File: config.mk
export PLATFORM = sky130hd
export DESIGN_NAME = ica_top
export DESIGN_NICKNAME = d
export VERILOG_FILES = /design/src/hdl/ica_pkg.sv /design/src/hdl/ica_top.sv
export VERILOG_INCLUDE_DIRS = /design/src /design/src/hdl
export SDC_FILE = /design/constraint.sdc
export NUM_CORES = 1
export LEC_CHECK = 0
export BUFFER_PORTS_ARGS = -buffer_cell sky130_fd_sc_hd__clkbuf_2
export CORE_MARGIN = 1.5
export CORE_UTILIZATION = 60
export CTS_CLUSTER_DIAMETER = 150
export CTS_CLUSTER_SIZE = 40
export DETAILED_ROUTE_END_ITERATION = 8
export HOLD_SLACK_MARGIN = 0.12
export MAX_ROUTING_LAYER = met4
export PLACE_DENSITY = 0.87
export REMOVE_ABC_BUFFERS = 1
export SLEW_MARGIN = 20
export SYNTH_ARGS = -nofsm -noshare
export SYNTH_HDL_FRONTEND = slang
export SYNTH_SLANG_ARGS = --single-unit
File: constraint.sdc
create_clock -name clk -period 3.2 [get_ports clk]
set_clock_uncertainty 0.05 [all_clocks]
set_input_delay 0.32 -clock clk [delete_from_list [all_inputs] [get_ports clk]]
set_output_delay 0.32 -clock clk [all_outputs]
set_load 0.02 [all_outputs]
File: src/hdl/ica_consts.svh
`ifndef ICA_CONSTS_SVH
`define ICA_CONSTS_SVH

// Base address pairs chosen by the strap
`define ICA_BASE_STRAP_HI 16'h002e
`define ICA_BASE_STRAP_LO 16'h004e
// Register offsets from the base
`define ICA_OFS_POINTER 1'b0
`define ICA_OFS_WINDOW 1'b1
// Reset value of the pointer
`define ICA_POINTER_RST 8'h00
// Reset values of the unbanked and banked state
`define ICA_SELECTOR_RST 8'h00
`define ICA_GLOBAL_RST 8'h00
`define ICA_ACTIVATE_RST 9'h000
// Configuration indices
`define ICA_IDX_SELECTOR 8'h07
`define ICA_IDX_GLOBAL_LO 8'h20
`define ICA_IDX_GLOBAL_HI 8'h2f
`define ICA_IDX_BANK_FIRST 8'h30
`define ICA_IDX_ACTIVATE 8'h30
`define ICA_IDX_DMA0 8'h74
`define ICA_IDX_DMA1 8'h75
// Read values of missing registers
`define ICA_UNIMPL_RD 8'h00
`define ICA_NO_DMA_RD 8'h04
// Bank geometry
`define ICA_NUM_BANKS 9
`define ICA_ACTIVATE_BIT 0

`endif

File: src/hdl/ica_pkg.sv
package ica_pkg;
    // One host I/O byte access
    typedef struct packed {
        logic        rd;
        logic        wr;
        logic [15:0] addr;
        logic [7:0]  wdata;
    } ica_req_s;
    // Answer to a host read
    typedef struct packed {
        logic       hit;
        logic [7:0] rdata;
    } ica_rsp_s;
endpackage

File: src/hdl/ica_top.sv
// How it works
// The strap is sampled in reset: high gives pair 2Eh/2Fh, low gives 4Eh/4Fh.
// Exactly two consecutive I/O bytes are decoded: pointer then window.
// The pointer at base plus zero is an 8-bit read/write register selecting the target.
// The pointer reads back its last written value, 00h after reset.
// Every access at base plus one goes to the register the pointer selects.
// The selector and global registers are reached whatever bank is selected.
// Only index 30h reaches the bank named by the selector; other indices from 30h up are missing.
// Nine separate banks of per-device registers are kept.
// The host leaves unassigned selector values unprogrammed.
// Writes to missing registers are dropped with no state change.
// Missing registers read 00h, except 74h and 75h which read 04h.
// Accesses are served from the first cycle after reset.
// Per-device fields drive dedicated control outputs.
// The selector lives at index 07h and picks the active bank.
// Bit 0 of index 30h in each bank enables its device; bits 7 to 1 are reserved.
// The strap value is held from reset release until the next reset.
`timescale 1ns/10ps
`include "ica_consts.svh"

module ica_top (
    input wire logic clk,
    input wire logic srst,
    input wire logic ce,
    input wire logic base_address_strap,
    input wire ica_pkg::ica_req_s req,
    output ica_pkg::ica_rsp_s rsp,
    output logic [7:0] logical_device_selector,
    output logic [`ICA_NUM_BANKS-1:0] device_enable
);

    // Strap synchroniser stages
    logic strap_s1_q, strap_s2_q, strap_s3_q;
    logic strap_s1_d, strap_s2_d, strap_s3_d;
    // Base choice, caught only while in reset
    logic base_hi_q, base_hi_d;
    // Host-visible pointer and unbanked registers
    logic [7:0] pointer_q, pointer_d;
    logic [7:0] selector_q, selector_d;
    logic [7:0] global_q [16];
    logic [7:0] global_d [16];
    // One activate bit per logical device bank
    logic [`ICA_NUM_BANKS-1:0] activate_q, activate_d;
    // Registered answer, so read data comes from a flop
    ica_pkg::ica_rsp_s rsp_q, rsp_d;
    // Pair decode and window strobes
    logic [15:0] base;
    logic hit_ptr, hit_win;
    logic win_wr, win_rd;

    // Index of 20h..2Fh global register
    function automatic logic is_global(input logic [7:0] idx);
        return idx >= `ICA_IDX_GLOBAL_LO && idx <= `ICA_IDX_GLOBAL_HI;
    endfunction

    // Selector names an existing bank
    function automatic logic bank_ok(input logic [7:0] sel);
        return sel < 8'(`ICA_NUM_BANKS);
    endfunction

    // Index of the unbanked bank selector
    function automatic logic is_selector(input logic [7:0] idx);
        return idx == `ICA_IDX_SELECTOR;
    endfunction

    // Activate index, present only when the selector names a real bank
    function automatic logic is_activate(input logic [7:0] idx, input logic [7:0] sel);
        return idx == `ICA_IDX_ACTIVATE && bank_ok(sel);
    endfunction

    // DMA indices, which read back as no channel assigned
    function automatic logic is_dma(input logic [7:0] idx);
        return idx == `ICA_IDX_DMA0 || idx == `ICA_IDX_DMA1;
    endfunction

    // Address decode of the pair
    always_comb
    begin
        base = base_hi_q ? `ICA_BASE_STRAP_HI : `ICA_BASE_STRAP_LO;
        hit_ptr = req.addr == base;
        hit_win = req.addr == (base | 16'(`ICA_OFS_WINDOW));
        // Strobes qualify the window hit once for every register group
        win_wr = req.wr && hit_win;
        win_rd = req.rd && hit_win;
    end

    // Strap sampling; tracks the pin only while in reset
    always_comb
    begin
        strap_s1_d = base_address_strap;
        strap_s2_d = strap_s1_q;
        strap_s3_d = strap_s2_q;
        base_hi_d = base_hi_q;
        // Accept a level only when two stages agree, so a glitch cannot land
        if (srst && strap_s2_q == strap_s3_q)
        begin
            base_hi_d = strap_s3_q;
        end
        // Outside reset base_hi_q holds, keeping the pair fixed
    end

    // Register file next state
    always_comb
    begin
        pointer_d = pointer_q;
        selector_d = selector_q;
        activate_d = activate_q;
        rsp_d = '0;
        // Pointer write takes the byte as it is
        if (req.wr && hit_ptr)
        begin
            pointer_d = req.wdata;
        end
        // Only existing targets take a write; a missing index falls through untouched
        if (win_wr)
        begin
            if (is_selector(pointer_q))
            begin
                selector_d = req.wdata;
            end
            else if (is_activate(pointer_q, selector_q))
            begin
                activate_d[selector_q[3:0]] = req.wdata[`ICA_ACTIVATE_BIT];
            end
            // Global indices are stored by their own slots below
        end
        // Pointer read returns the last byte written
        if (req.rd && hit_ptr)
        begin
            rsp_d.hit = 1'b1;
            rsp_d.rdata = pointer_q;
        end
        // Window reads: missing indices read zero, DMA ones the no-channel code
        if (win_rd)
        begin
            rsp_d.hit = 1'b1;
            if (is_selector(pointer_q))
            begin
                rsp_d.rdata = selector_q;
            end
            else if (is_global(pointer_q))
            begin
                rsp_d.rdata = global_q[pointer_q[3:0]];
            end
            else if (is_activate(pointer_q, selector_q))
            begin
                rsp_d.rdata = {7'h00, activate_q[selector_q[3:0]]};
            end
            else if (is_dma(pointer_q))
            begin
                rsp_d.rdata = `ICA_NO_DMA_RD;
            end
            else
            begin
                rsp_d.rdata = `ICA_UNIMPL_RD;
            end
        end
    end

    // Strap stages keep running during reset so the level is caught there
    always_ff @(posedge clk)
    begin
        if (ce)
        begin
            strap_s1_q <= strap_s1_d;
            strap_s2_q <= strap_s2_d;
            strap_s3_q <= strap_s3_d;
            base_hi_q <= base_hi_d;
        end
    end

    // Register file state; live from the first edge after reset
    // Reset wins over a low enable so a frozen block can still be cleared
    always_ff @(posedge clk)
    begin
        if (srst)
        begin
            pointer_q <= `ICA_POINTER_RST;
            selector_q <= `ICA_SELECTOR_RST;
            activate_q <= `ICA_ACTIVATE_RST;
            rsp_q <= '0;
        end
        else if (ce)
        begin
            pointer_q <= pointer_d;
            selector_q <= selector_d;
            activate_q <= activate_d;
            rsp_q <= rsp_d;
        end
    end

    // Global registers, one slot per index; the selector never reaches them
    for (genvar g = 0; g < 16; g++)
    begin : g_global
        // A window write aimed at this slot replaces it
        always_comb
        begin
            global_d[g] = global_q[g];
            if (win_wr && is_global(pointer_q) && pointer_q[3:0] == 4'(g))
            begin
                global_d[g] = req.wdata;
            end
        end

        // Slot flop; a low enable holds it like the rest of the file
        always_ff @(posedge clk)
        begin
            if (srst)
            begin
                global_q[g] <= `ICA_GLOBAL_RST;
            end
            else if (ce)
            begin
                global_q[g] <= global_d[g];
            end
        end
    end

    // Outputs come straight from flops so the far side sees no decode glitches
    assign rsp = rsp_q;
    assign logical_device_selector = selector_q;
    assign device_enable = activate_q;

endmodule // ica_top

After elaboration in Yosys (flattened, before gate mapping)
Memories as Yosys holds them, arrays and structs flattened. A register that Yosys moved wholly into a read port is not among the register bits.
Index checks and enable logic that the tools add are counted.

word-level totals
  flip-flop bits (word level) = 38
  bits in writable memories = 128
  bits of input ports = 30
  output and inout bits = 26
  logic and storage cells = 168
  memories kept = 1

operators by class
  magnitude comparators = 5
  eq/ne operators = 38
  muxes and demuxes = 51
  bitwise gates (word level) = 17
  reductions and logical operators = 47

memory list
  name      words  width  rd ports  clocked after Yosys merged registers in  write ports  RTL line       text
  global_q  16     8      1         1                                        16           ica_top.sv:40  logic [7:0] global_q [16];

operators by type and width
  cell                  count
  $mux W8               34
  $reduce_and A2 Y1     18
  $eq A16 B7 Y1         2
  $eq A4 B4 Y1 const B  8
  $logic_and A1 B1 Y1   25
  $mux W9               2
  $eq A4 B3 Y1 const B  4
  $eq A8 B7 Y1 const B  2
  $ne A1 B1 Y1 const B  16
  $or A1 B1 Y1          16
  $bwmux W9             1
  $eq A4 B2 Y1 const B  2
  $eq A8 B3 Y1 const B  1
  $eq A8 B6 Y1 const B  1
  $ge A8 B6 Y1 const B  1
  $le A8 B6 Y1 const B  1
  $lt A8 B4 Y1 const B  1
  $mux W4               2
  $mux W1               7
  $mux W7               1
  $mux W3               2
  $lt A4 B5 Y1 const B  1
  $bmux W1 S4           1
  $demux W1 S4          1
  8 further kinds       8

Longest topological paths before layout
Gate-level depths: netlist (run 1).

  depth in word-level cells = 8
  gate-level depth with buffers = 9
  depth with buffers taken out = 6

Worst setup path before layout (run 1)
No wires, ideal clock.

  kind = input to register
  start point = input port req[16] (netlist name)
  end point = memory global_q[5][0] (enable)
  setup time = 309 ps
  arrival time = 1809 ps
  data required time = 2841 ps
  slack = 1031 ps
  stages = 6
  path buffers = 0
  cells stage by stage = nor4_1 o211ai_1 nor3_2 nand3b_1 nor2_2 or2_2

RTL lines
  what         RTL line       text
  from (decl)  ica_top.sv:26  input wire ica_pkg::ica_req_s req,
  to (decl)    ica_top.sv:40

==> impl_results.md, run 1 <==
* Global-route wire length before repair at 29.45 mm
* Setup WS pre-CTS at 0.3777 ns
* Crit path buffers/inverters at 0
* Post-synth ARST share at 0%
* Via count at 5,246
* Critical Path AT at 2.76 ns
* Placer congestion estimate at 0.8792
* Yosys top cell area share at 49.41%
* Vias per cell at ~6.1
* TritonCTS clock tree: yes
* Synth warn at 0
* EDFF count, synth at between 100 and 150
* DIE WIDTH at 118.6 um
* Final setup fails at 0
* Post-synth top area cell: edfxtp_1
* Hpwl dp at 12.65 mm
* CORE AREA at 13,140 um2
* Highest clock rate at roughly 0.37 GHz
* Leakage at 3.285 nW
* FF+latch count, synth at 170
* Status: completed
* IO Port Bufs at 55
* GRT Total Usage at 29.21%
* Post-synthesis cell type count at 52
* Total routed wirelength at 18.86 mm
* Hold Crit Class: input pin to flop
* Worst-margin pin slew at ~0.66 ns
* Max cap viols at 0
* Ports at 56
* Crit path cell chain: nor3b_1, o211ai_1, nor3_2, nand3b_1, nor2_2, or2_2
* Most used DFF post-synth: edfxtp_1
* Post-synthesis sequential area ratio at 58.89%
* CP required at roughly 3.3 ns
* Fin crit share at between 80% and 90%
* Mapped Cells at 618
* Ant. Diodes at 0
* ANT nets after route at 0
* Total CTS buffers at 17
* Area growth from synthesis to layout at 12.71%
* Final #Nets at 697
* Hold_ws at 0.2583 ns
* Vias in the first global route at a little over 5,000
* # fillers at 904
* CP startpoint kind: flop
* Die H at 118.6 um
* Initial antenna violation count at 0
* Largest net degree at the start of global routing at 53
* Cell family with most CP delay: simple AND/OR/NAND/NOR gates
* Sum Neg Setup Slack at 0 ns
* Setup ws final at 0.5107 ns
* Reg clk slew, reported paths at 0.07 ns
* CP max stage delay at 0.44 ns
* Clk_lat worst skew at 0.42 ns
* Most frequent cell after synthesis: edfxtp_1
* Die ar. at around 14,000 um2
* Slowest-stage cell, CP: nor3_2
* Maximum fanout along the worst path at 9
* WS Path Type: flop to flop
* CTS max path bufs at 2
* Remaining DRCs at 0
* Drt wl/cell at 22.04 um
* Slew HR at 55.95%
* Area contributors post-synth: edfxtp_1 (49%), and2_1 (10%), dfxtp_1 (9.5%), mux4_2 (7.9%), mux2i_1 (6.0%)
* Post_cts resized at 0
* Fin. Hold Viols at 0
* Detailed router's first-iteration violation count at 728
* CTS Sinks at 170
* Area of the mapped netlist at 8023 um2
* Total power at about 4.7 mW
* Top post-synthesis cells by count: edfxtp_1 (132), and2_1 (128), nor2_1 (50)
* RSZ-0062 raised after global routing: false
* Starting Density at 61.07%
* Minimum clock period after layout at 2.689 ns
* Final Slew Violations at 0
* CP Capture Type: flop
* Rows at 42
* TritonRoute pass-1 iters at 7
* Syn_area_per_cell at between 10 and 15 um2
* Fraction of layout cells with a size suffix above 1 at 24.41%
* IR drop worst, VDD at 0.3447 mV
* PD cells at about 520 nW/um2
* H-tree depth at 4
* Gr ovfl total at 0
* CTS Root Cell: clkbuf_16
-- cells in the final DEF (no fill, tap or decap), types with 2 or more instances in the layout --
master	instances
clkbuf_2	55
o2111ai_1	2
nor2b_1	11
inv_4	3
o211ai_1	4
mux2_2	2
edfxtp_1	132
nand4b_1	5
nor4_1	3
clkbuf_8	3
inv_1	5
nor3_1	6
nand3b_1	3
clkinvlp_4	3
clkbuf_16	19
inv_6	3
mux2i_1	48
nor4b_1	2
nor2_2	11
nand3_2	2
and3_1	5
a211oi_1	6
nand4_1	6
a31oi_1	4
o21ai_0	7
buf_4	9
and2_1	128
and2_2	3
o21a_1	3
nor2_1	50
a21oi_1	8
a221oi_1	2
nand2_1	15
mux4_2	28
nand3_1	8
dfxtp_1	37
or2_2	17
o22ai_1	2
-- sequential cells by signal (all words and copies together), names as in the netlist, named ones only --
signal,count
global_q,128
strap_s1_q,1
strap_s3_q,1
device_enable,9
strap_s2_q,1
rsp,9
logical_device_selector,8
pointer_q,8
base_hi_q,1
-- cells by family (layout without fill, tap and decap cells) --
logic type      count (synthesis)  after routing  synth area share (%)
mux                            78             78                 14.13
flops                         170            170                 58.89
buf+inv                        41            103                 2.277
compound gates                 43             43                 3.587
xor+xnor                        1              1                0.1092
simple gates                  285            285                 21.01
-- per-stage QoR --
stage / instances / cell area [um2] / utilization, %
2_1_floorplan: 582 / 7859 / -
3_3_place_gp: 823 / 8443 / 64.27
3_5_place_dp: 823 / 8443 / 64.27
4_1_cts: 856 / 9042 / 68.83
5_1_grt: 856 / 9042 / 68.83
6_report: 856 / 9042 / 68.83
-- metal layers --
layer  up-vias  global-route usage (%)  part of all wire [%]
met1      2556                   39.03                    41
met5         -                       -                     0
met3        32                   4.681                   8.7
li1       2363                       -                     -
met2       295                   46.40                    48
met4         0                   9.563                   2.1
-- worst register-to-register path, cell delays in order, from the launching register on --
cell	delay, ns
edfxtp_1	0.41
nor3b_1	0.29
o211ai_1	0.20
nor3_2	0.44
nand3b_1	0.39
nor2_2	0.34
or2_2	0.27
-- repair_timing --
action                                  in CTS  in global routing
setup buffers                                0                  0
endpoints found under the hold margin        1                  0
endpoints found under the setup margin       0                  0
hold buffers                                 1                  0
-- where the power goes --
part / internal (mW) / switching, mW
clock: 1.16 / 0.857
sequential: 2.45 / 0.0325
combinational: 0.0540 / 0.113
total: 3.66 / 1.00
-- path summary, 6_finish.rpt --
check                  start              to  cells past startpoint  slack (ns)
hold reg to reg   strap_s1_q      strap_s2_q                      0        0.39
hold / removal       req[25]          rsp[2]                      5        0.26
setup / recovery   base_hi_q  global_q[5][0]                      6        0.51
setup reg to reg   base_hi_q  global_q[5][0]                      6        0.51
-- area by class of cell --
| class | instances | area (um2) | share of cell area (%) |
|---|---|---|---|
| Timing Repair Buffer | 66 | 372.9 | 4.123 |
| Sequential cell | 170 | 4726 | 52.26 |
| Clock buffer | 22 | 516.7 | 5.715 |
| Inverter | 5 | 18.77 | 0.2076 |
| Clock inverter | 10 | 72.57 | 0.8025 |
| Multi-Input combinational cell | 407 | 3115 | 34.45 |
| Tap cell | 176 | 220.2 | 2.435 |
No activity file was read; power rests on OpenSTA's default activity.
==> run 2, diff against run 1 <==
Clock period 3.2 ns to 2.6 ns, I/O delays scaled along.
==> run 2 against run 1 <==
Compared with the run above: critical path depth stayed put; first-iteration DRC count decreased by 24%; clock power rose by 29%; worst hold slack worse by 0.061 ns; sequential power increased by 23%; critical endpoint is now global_q[12][4].
==> impl_results.md, run 2 (same netlist as run 1, synthesis figures left out) <==
* CP startpoint kind: flop
* Die H at 118.6 um (unchanged)
* Rows at 42 (unchanged)
* Drt wl/cell at 22.23 um (+0.86%)
* Clk_lat worst skew at 0.44 ns (+0.02 ns)
* Vias per cell at 6.089 (-0.65%)
* Ant. Diodes at 0 (unchanged)
* CP max stage delay at 0.38 ns (-0.06 ns)
* Placer congestion estimate at 0.8881 (+1.0%)
* DIE WIDTH at 118.6 um (unchanged)
* Fin crit share at 91.05% (+7.0 points)
* # fillers at 845 (-6.5%)
* Detailed router's first-iteration violation count at 552 (-24%)
* Design area at 9250 um2 (+2.3%)
* Hold_ws at 0.1977 ns (-0.06061 ns)
* Total routed wirelength at 19.56 mm (+3.7%)
* Global-route wire length before repair at 30.54 mm (+3.7%)
* Total CTS buffers at 17 (unchanged)
* Fin. Hold Viols at 0 (unchanged)
* Area growth from synthesis to layout at 15.30%
* Remaining DRCs at 0 (unchanged)
* CP required at 2.67 ns (-0.60 ns)
* Most frequent cells in the layout: edfxtp_1 (132), and2_1 (128), clkbuf_2 (55)
* GRT Total Usage at 30.45% (+1.2 points)
* CORE AREA at 13,140 um2 (unchanged)
* Crit path cell chain: nor3b_1, o211ai_1, nor3_4, nand2_1, nor2_1, or2_2
* Largest net degree at the start of global routing at 53 (unchanged)
* Starting Density at 61.07% (unchanged)
* Hold Crit Class: input pin to flop
* Status: completed
* WS Path Type: flop to flop
* Critical Path AT at 2.44 ns (-0.32 ns)
* Highest clock rate at 0.4224 GHz (+14%)
* Max cap viols at 0 (unchanged)
* Minimum clock period after layout at 2.367 ns (-0.3219 ns)
* PD cells at 633.3 nW/um2 (+23%)
* ANT nets after route at 0 (unchanged)
* Die ar. at 14,070 um2 (unchanged)
* IR drop worst, VDD at 0.4812 mV (+40%)
* Crit path buffers/inverters at 0 (unchanged)
* Slew HR at 58.13% (+2.2 points)
* Area after DPL at 8608 um2 (+2.0%)
* CTS max path bufs at 2 (unchanged)
* Most flops, register: global_q
* Final #Nets at 721 (+3.4%)
* Final Slew Violations at 0 (unchanged)
* H-tree depth at 4 (unchanged)
* CP Capture Type: flop
* Max FFs per register at 128 (unchanged)
* TritonCTS clock tree: yes
* CTS Sinks at 170 (unchanged)
* CTS Root Cell: clkbuf_16
* Final setup fails at 0 (unchanged)
* Commonest non-fill, non-tap cell in the layout: edfxtp_1
* Via count at 5,358 (+2.1%)
* IO Port Bufs at 55 (unchanged)
* RSZ-0062 raised after global routing: false
* Fraction of layout cells with a size suffix above 1 at 26.56% (+2.2 points)
* TritonRoute pass-1 iters at 5 (-2)
* Hpwl dp at 12.92 mm (+2.1%)
* Cell family with most CP delay: simple AND/OR/NAND/NOR gates
* Gr ovfl total at 0 (unchanged)
* Reg clk slew, reported paths at 0.06 ns (about the same)
* Maximum fanout along the worst path at 8 (-1)
* Worst-margin pin slew at 0.6280 ns (-0.03272 ns)
* Ports at 56 (unchanged)
* Leakage at 3.433 nW (+4.5%)
* Vias in the first global route at 5,393 (+5.6%)
* Slowest-stage cell, CP: edfxtp_1
* Initial antenna violation count at 0 (unchanged)
run 2: worst register-to-register path: cells and delay by family, from the launching register on:
family          cells  cell delay, ns
flops               1            0.38
compound gates      1            0.24
simple gates        5            1.39
run 2: layout make-up:
| class | instances | area [um2] | area share, % |
|---|---|---|---|
| Timing Repair Buffer | 90 | 553.0 | 5.979 |
| Tap cell | 176 | 220.2 | 2.381 |
| Sequential cell | 170 | 4726 | 51.09 |
| Clock buffer | 22 | 496.7 | 5.370 |
| Inverter | 5 | 18.77 | 0.2029 |
| Clock inverter | 10 | 113.9 | 1.231 |
| Multi-Input combinational cell | 407 | 3122 | 33.75 |
run 2: worst paths after layout:
path	startpoint	cells after the start	to	slack, ns
hold reg to reg	strap_s1_q	0	strap_s2_q	0.40
setup reg to reg	base_hi_q	6	global_q[12][4]	0.23
setup / recovery	base_hi_q	6	global_q[12][4]	0.23
hold / removal	req[25]	5	rsp[2]	0.20
run 2: report_power, final:
group          switching [mW]  internal [mW]  total, mW  leakage, nW
logic                   0.138         0.0675      0.206         1.55
registers              0.0400           3.01       3.05         1.59
clock network            1.05           1.55       2.60        0.290
total                    1.23           4.63       5.86         3.43
run 2: repair_timing:
item,4_1_cts,5_1_grt
hold endpoints to repair,1,0
resized for setup,0,1
hold buffers,1,0
endpoints found under the setup margin,0,99
buffers inserted,0,2
run 2: through the flow:
step | power, mW | utilization, % | setup WS (ns) | TNS, ns | std cells
global placement | 3.300 | 65.52 | 0.1302 | 0 | 845
detailed placement | 3.309 | 65.52 | 0.03206 | 0 | 845
global route | 5.974 | 70.41 | 0.001628 | 0 | 880
finish | 5.858 | 70.41 | 0.2326 | 0 | 880
floorplan | 3.175 | - | -0.3760 | -1.044 | 582
CTS | 5.854 | 70.25 | 0.1099 | 0 | 878
run 2: per-layer routing:
layer	vias up	GRT usage (%)	part of all wire, %	wire length, um
li1	2390	-	-	-
met1	2645	38.04	39	7708
met2	283	48.47	49	9662
met3	40	7.529	8.4	1635
met4	0	11.67	2.8	551
met5	-	-	0	0
==> run 3, diff against run 2 <==
Settings changed: CORE_ASPECT_RATIO set to 1.4, TNS_END_PERCENT set to 50.
==> run 3 against run 2 <==
Compared with the run above: sequential share of layout area grew 0.32 points; routed wire length is essentially flat; combinational power is essentially flat.
==> impl_results.md, run 3 (same netlist as run 1, synthesis figures left out) <==
* Leakage at 3.381 nW (-1.5%)
* Most flops, register: global_q
* Die ar. at 14,080 um2 (about the same)
* Rows at 49 (+17%)
* H-tree depth at 4 (unchanged)
* Hold Crit Class: input pin to flop
* Cell family with most CP delay: simple AND/OR/NAND/NOR gates
* DIE WIDTH at 100.7 um (-15%)
* Global-route wire length before repair at 30.19 mm (-1.2%)
* Slowest-stage cell, CP: edfxtp_1
* GRT Total Usage at 30.15% (-0.30 points)
* TritonCTS clock tree: yes
* Maximum fanout along the worst path at 8 (unchanged)
* Fraction of layout cells with a size suffix above 1 at 26.32% (-0.24 points)
* Setup ws final at 0.2069 ns (-0.02576 ns)
* Most frequent cells in the layout: edfxtp_1 (132), and2_1 (128), clkbuf_2 (55)
* Drt wl/cell at 22.29 um (+0.29%)
* Commonest non-fill, non-tap cell in the layout: edfxtp_1
* Max FFs per register at 128 (unchanged)
* IO Port Bufs at 55 (unchanged)
* CP required at 2.67 ns (about the same)
* Reg clk slew, reported paths at 0.07 ns (about the same)
* Ports at 56 (unchanged)
* CP Capture Type: flop
* Crit path cell chain: nor3b_1, o211ai_1, nor3_2, buf_4, nand3b_1, nor2_2, or2_2
* Final setup fails at 0 (unchanged)
* Area after DPL at 8586 um2 (-0.26%)
* CTS Root Cell: clkbuf_16
* Fin crit share at 92.04% (+0.99 points)
* Slew HR at 62.18% (+4.1 points)
* Final #Nets at 716 (-0.69%)
* Crit path buffers/inverters at 1 (+1)
* Gr ovfl total at 0 (unchanged)
* Reg area at 4726 um2 (unchanged)
* Fin util at 71.06% (+0.65 points)
* Initial antenna violation count at 0 (unchanged)
* PD cells at 626.3 nW/um2 (-1.1%)
* Post_cts resized at 0 (unchanged)
* IR drop worst, VDD at 0.4595 mV (-4.5%)
* Die H at 139.8 um (+18%)
* Critical Path AT at 2.46 ns (+0.02 ns)
* Starting Density at 62.02% (+0.95 points)
* Via count at 5,394 (+0.67%)
* CTS max path bufs at 2 (unchanged)
* RSZ-0062 raised after global routing: false
* Design area at 9193 um2 (-0.62%)
* Largest net degree at the start of global routing at 53 (unchanged)
* Worst-margin pin slew at 0.5672 ns (-0.06077 ns)
* Setup WS pre-CTS at 0.07406 ns (+0.04200 ns)
* Area growth from synthesis to layout at 14.58%
* Detailed router's first-iteration violation count at 502 (-9.1%)
* CP startpoint kind: flop
* Hpwl dp at 13.11 mm (+1.5%)
* Vias per cell at 6.151 (+1.0%)
* ANT nets after route at 0 (unchanged)
* Minimum clock period after layout at 2.393 ns (+0.02576 ns)
* Max cap viols at 0 (unchanged)
* CP max stage delay at 0.39 ns (about the same)
* Multi-input logic area at 3115 um2 (-0.20%)
* Final Slew Violations at 0 (unchanged)
* CTS Sinks at 170 (unchanged)
* Fin. Hold Viols at 0 (unchanged)
* Hold_ws at 0.2050 ns (+0.007345 ns)
* Ant. Diodes at 0 (unchanged)
* Remaining DRCs at 0 (unchanged)
* Status: completed
* Total routed wirelength at 19.55 mm (about the same)
* WS Path Type: flop to flop
* CORE AREA at 12,940 um2 (-1.5%)
* Highest clock rate at 0.4179 GHz (-1.1%)
* Vias in the first global route at 5,589 (+3.6%)
* # fillers at 817 (-3.3%)
* Clk_lat worst skew at 0.43 ns (about the same)
* TritonRoute pass-1 iters at 5 (unchanged)
* Placer congestion estimate at 0.9230 (+3.9%)
* Total CTS buffers at 17 (unchanged)
-- run 3: cell types whose count changed in the layout (fill, tap and decap cells not counted), moves of 2 or more --
| cell | delta |
|---|---|
| clkbuf_16 | -2 |
| clkinv_2 | -2 |
| clkbuf_1 | -2 |
| buf_4 | -6 |
| inv_8 | +3 |
| inv_6 | +5 |
-- run 3: area by class of cell --
type	instances	area share, %
sequential	170	51.41
multi-input combinational	407	33.89
timing repair buffer	85	5.744
clock buffer	17	4.628
tap	178	2.423
clock inverter	15	1.701
inverter	5	0.2042
-- run 3: routing by layer --
metal	global-route usage, %	up-vias	share of wire (%)
li1	-	2382	-
met1	32.68	2600	34
met2	49.86	327	52
met3	5.424	85	7.4
met4	20.16	0	6.3
met5	-	-	0
-- run 3: stage by stage --
stage	power [mW]	std cells	TNS [ns]
final	5.758	877	0
after global routing	5.889	877	0
after CTS	5.770	875	0
after floorplan	3.175	582	-1.044
after global placement	3.296	842	0
after detailed placement	3.310	842	0
-- run 3: worst min-delay path, stage by stage --
cell	delay (ns)
clkbuf_2	0.09
nand3_1	0.06
nor2_1	0.07
nand2_1	0.08
a31oi_1	0.07
-- run 3: final timing paths --
| check | startpoint | end | slack, ns | depth (start not counted) |
|---|---|---|---|---|
| worst max-delay path | base_hi_q | global_q[10][6] | 0.21 | 7 |
| worst max register to register | base_hi_q | global_q[10][6] | 0.21 | 7 |
| worst min-delay path | req[25] | rsp[2] | 0.21 | 5 |
| worst min register to register | strap_s1_q | strap_s2_q | 0.39 | 0 |
-- run 3: power by group --
group | leakage, nW | internal (mW) | switching, mW
clock | 0.277 | 1.36 | 1.15
combinational | 1.51 | 0.0675 | 0.137
sequential | 1.59 | 3.01 | 0.0386
-- run 3: timing repair --
item	CTS	global route
setup buffers	0	2
setup endpoints to repair	0	14
hold buffers	1	0
hold endpoints to repair	1	0
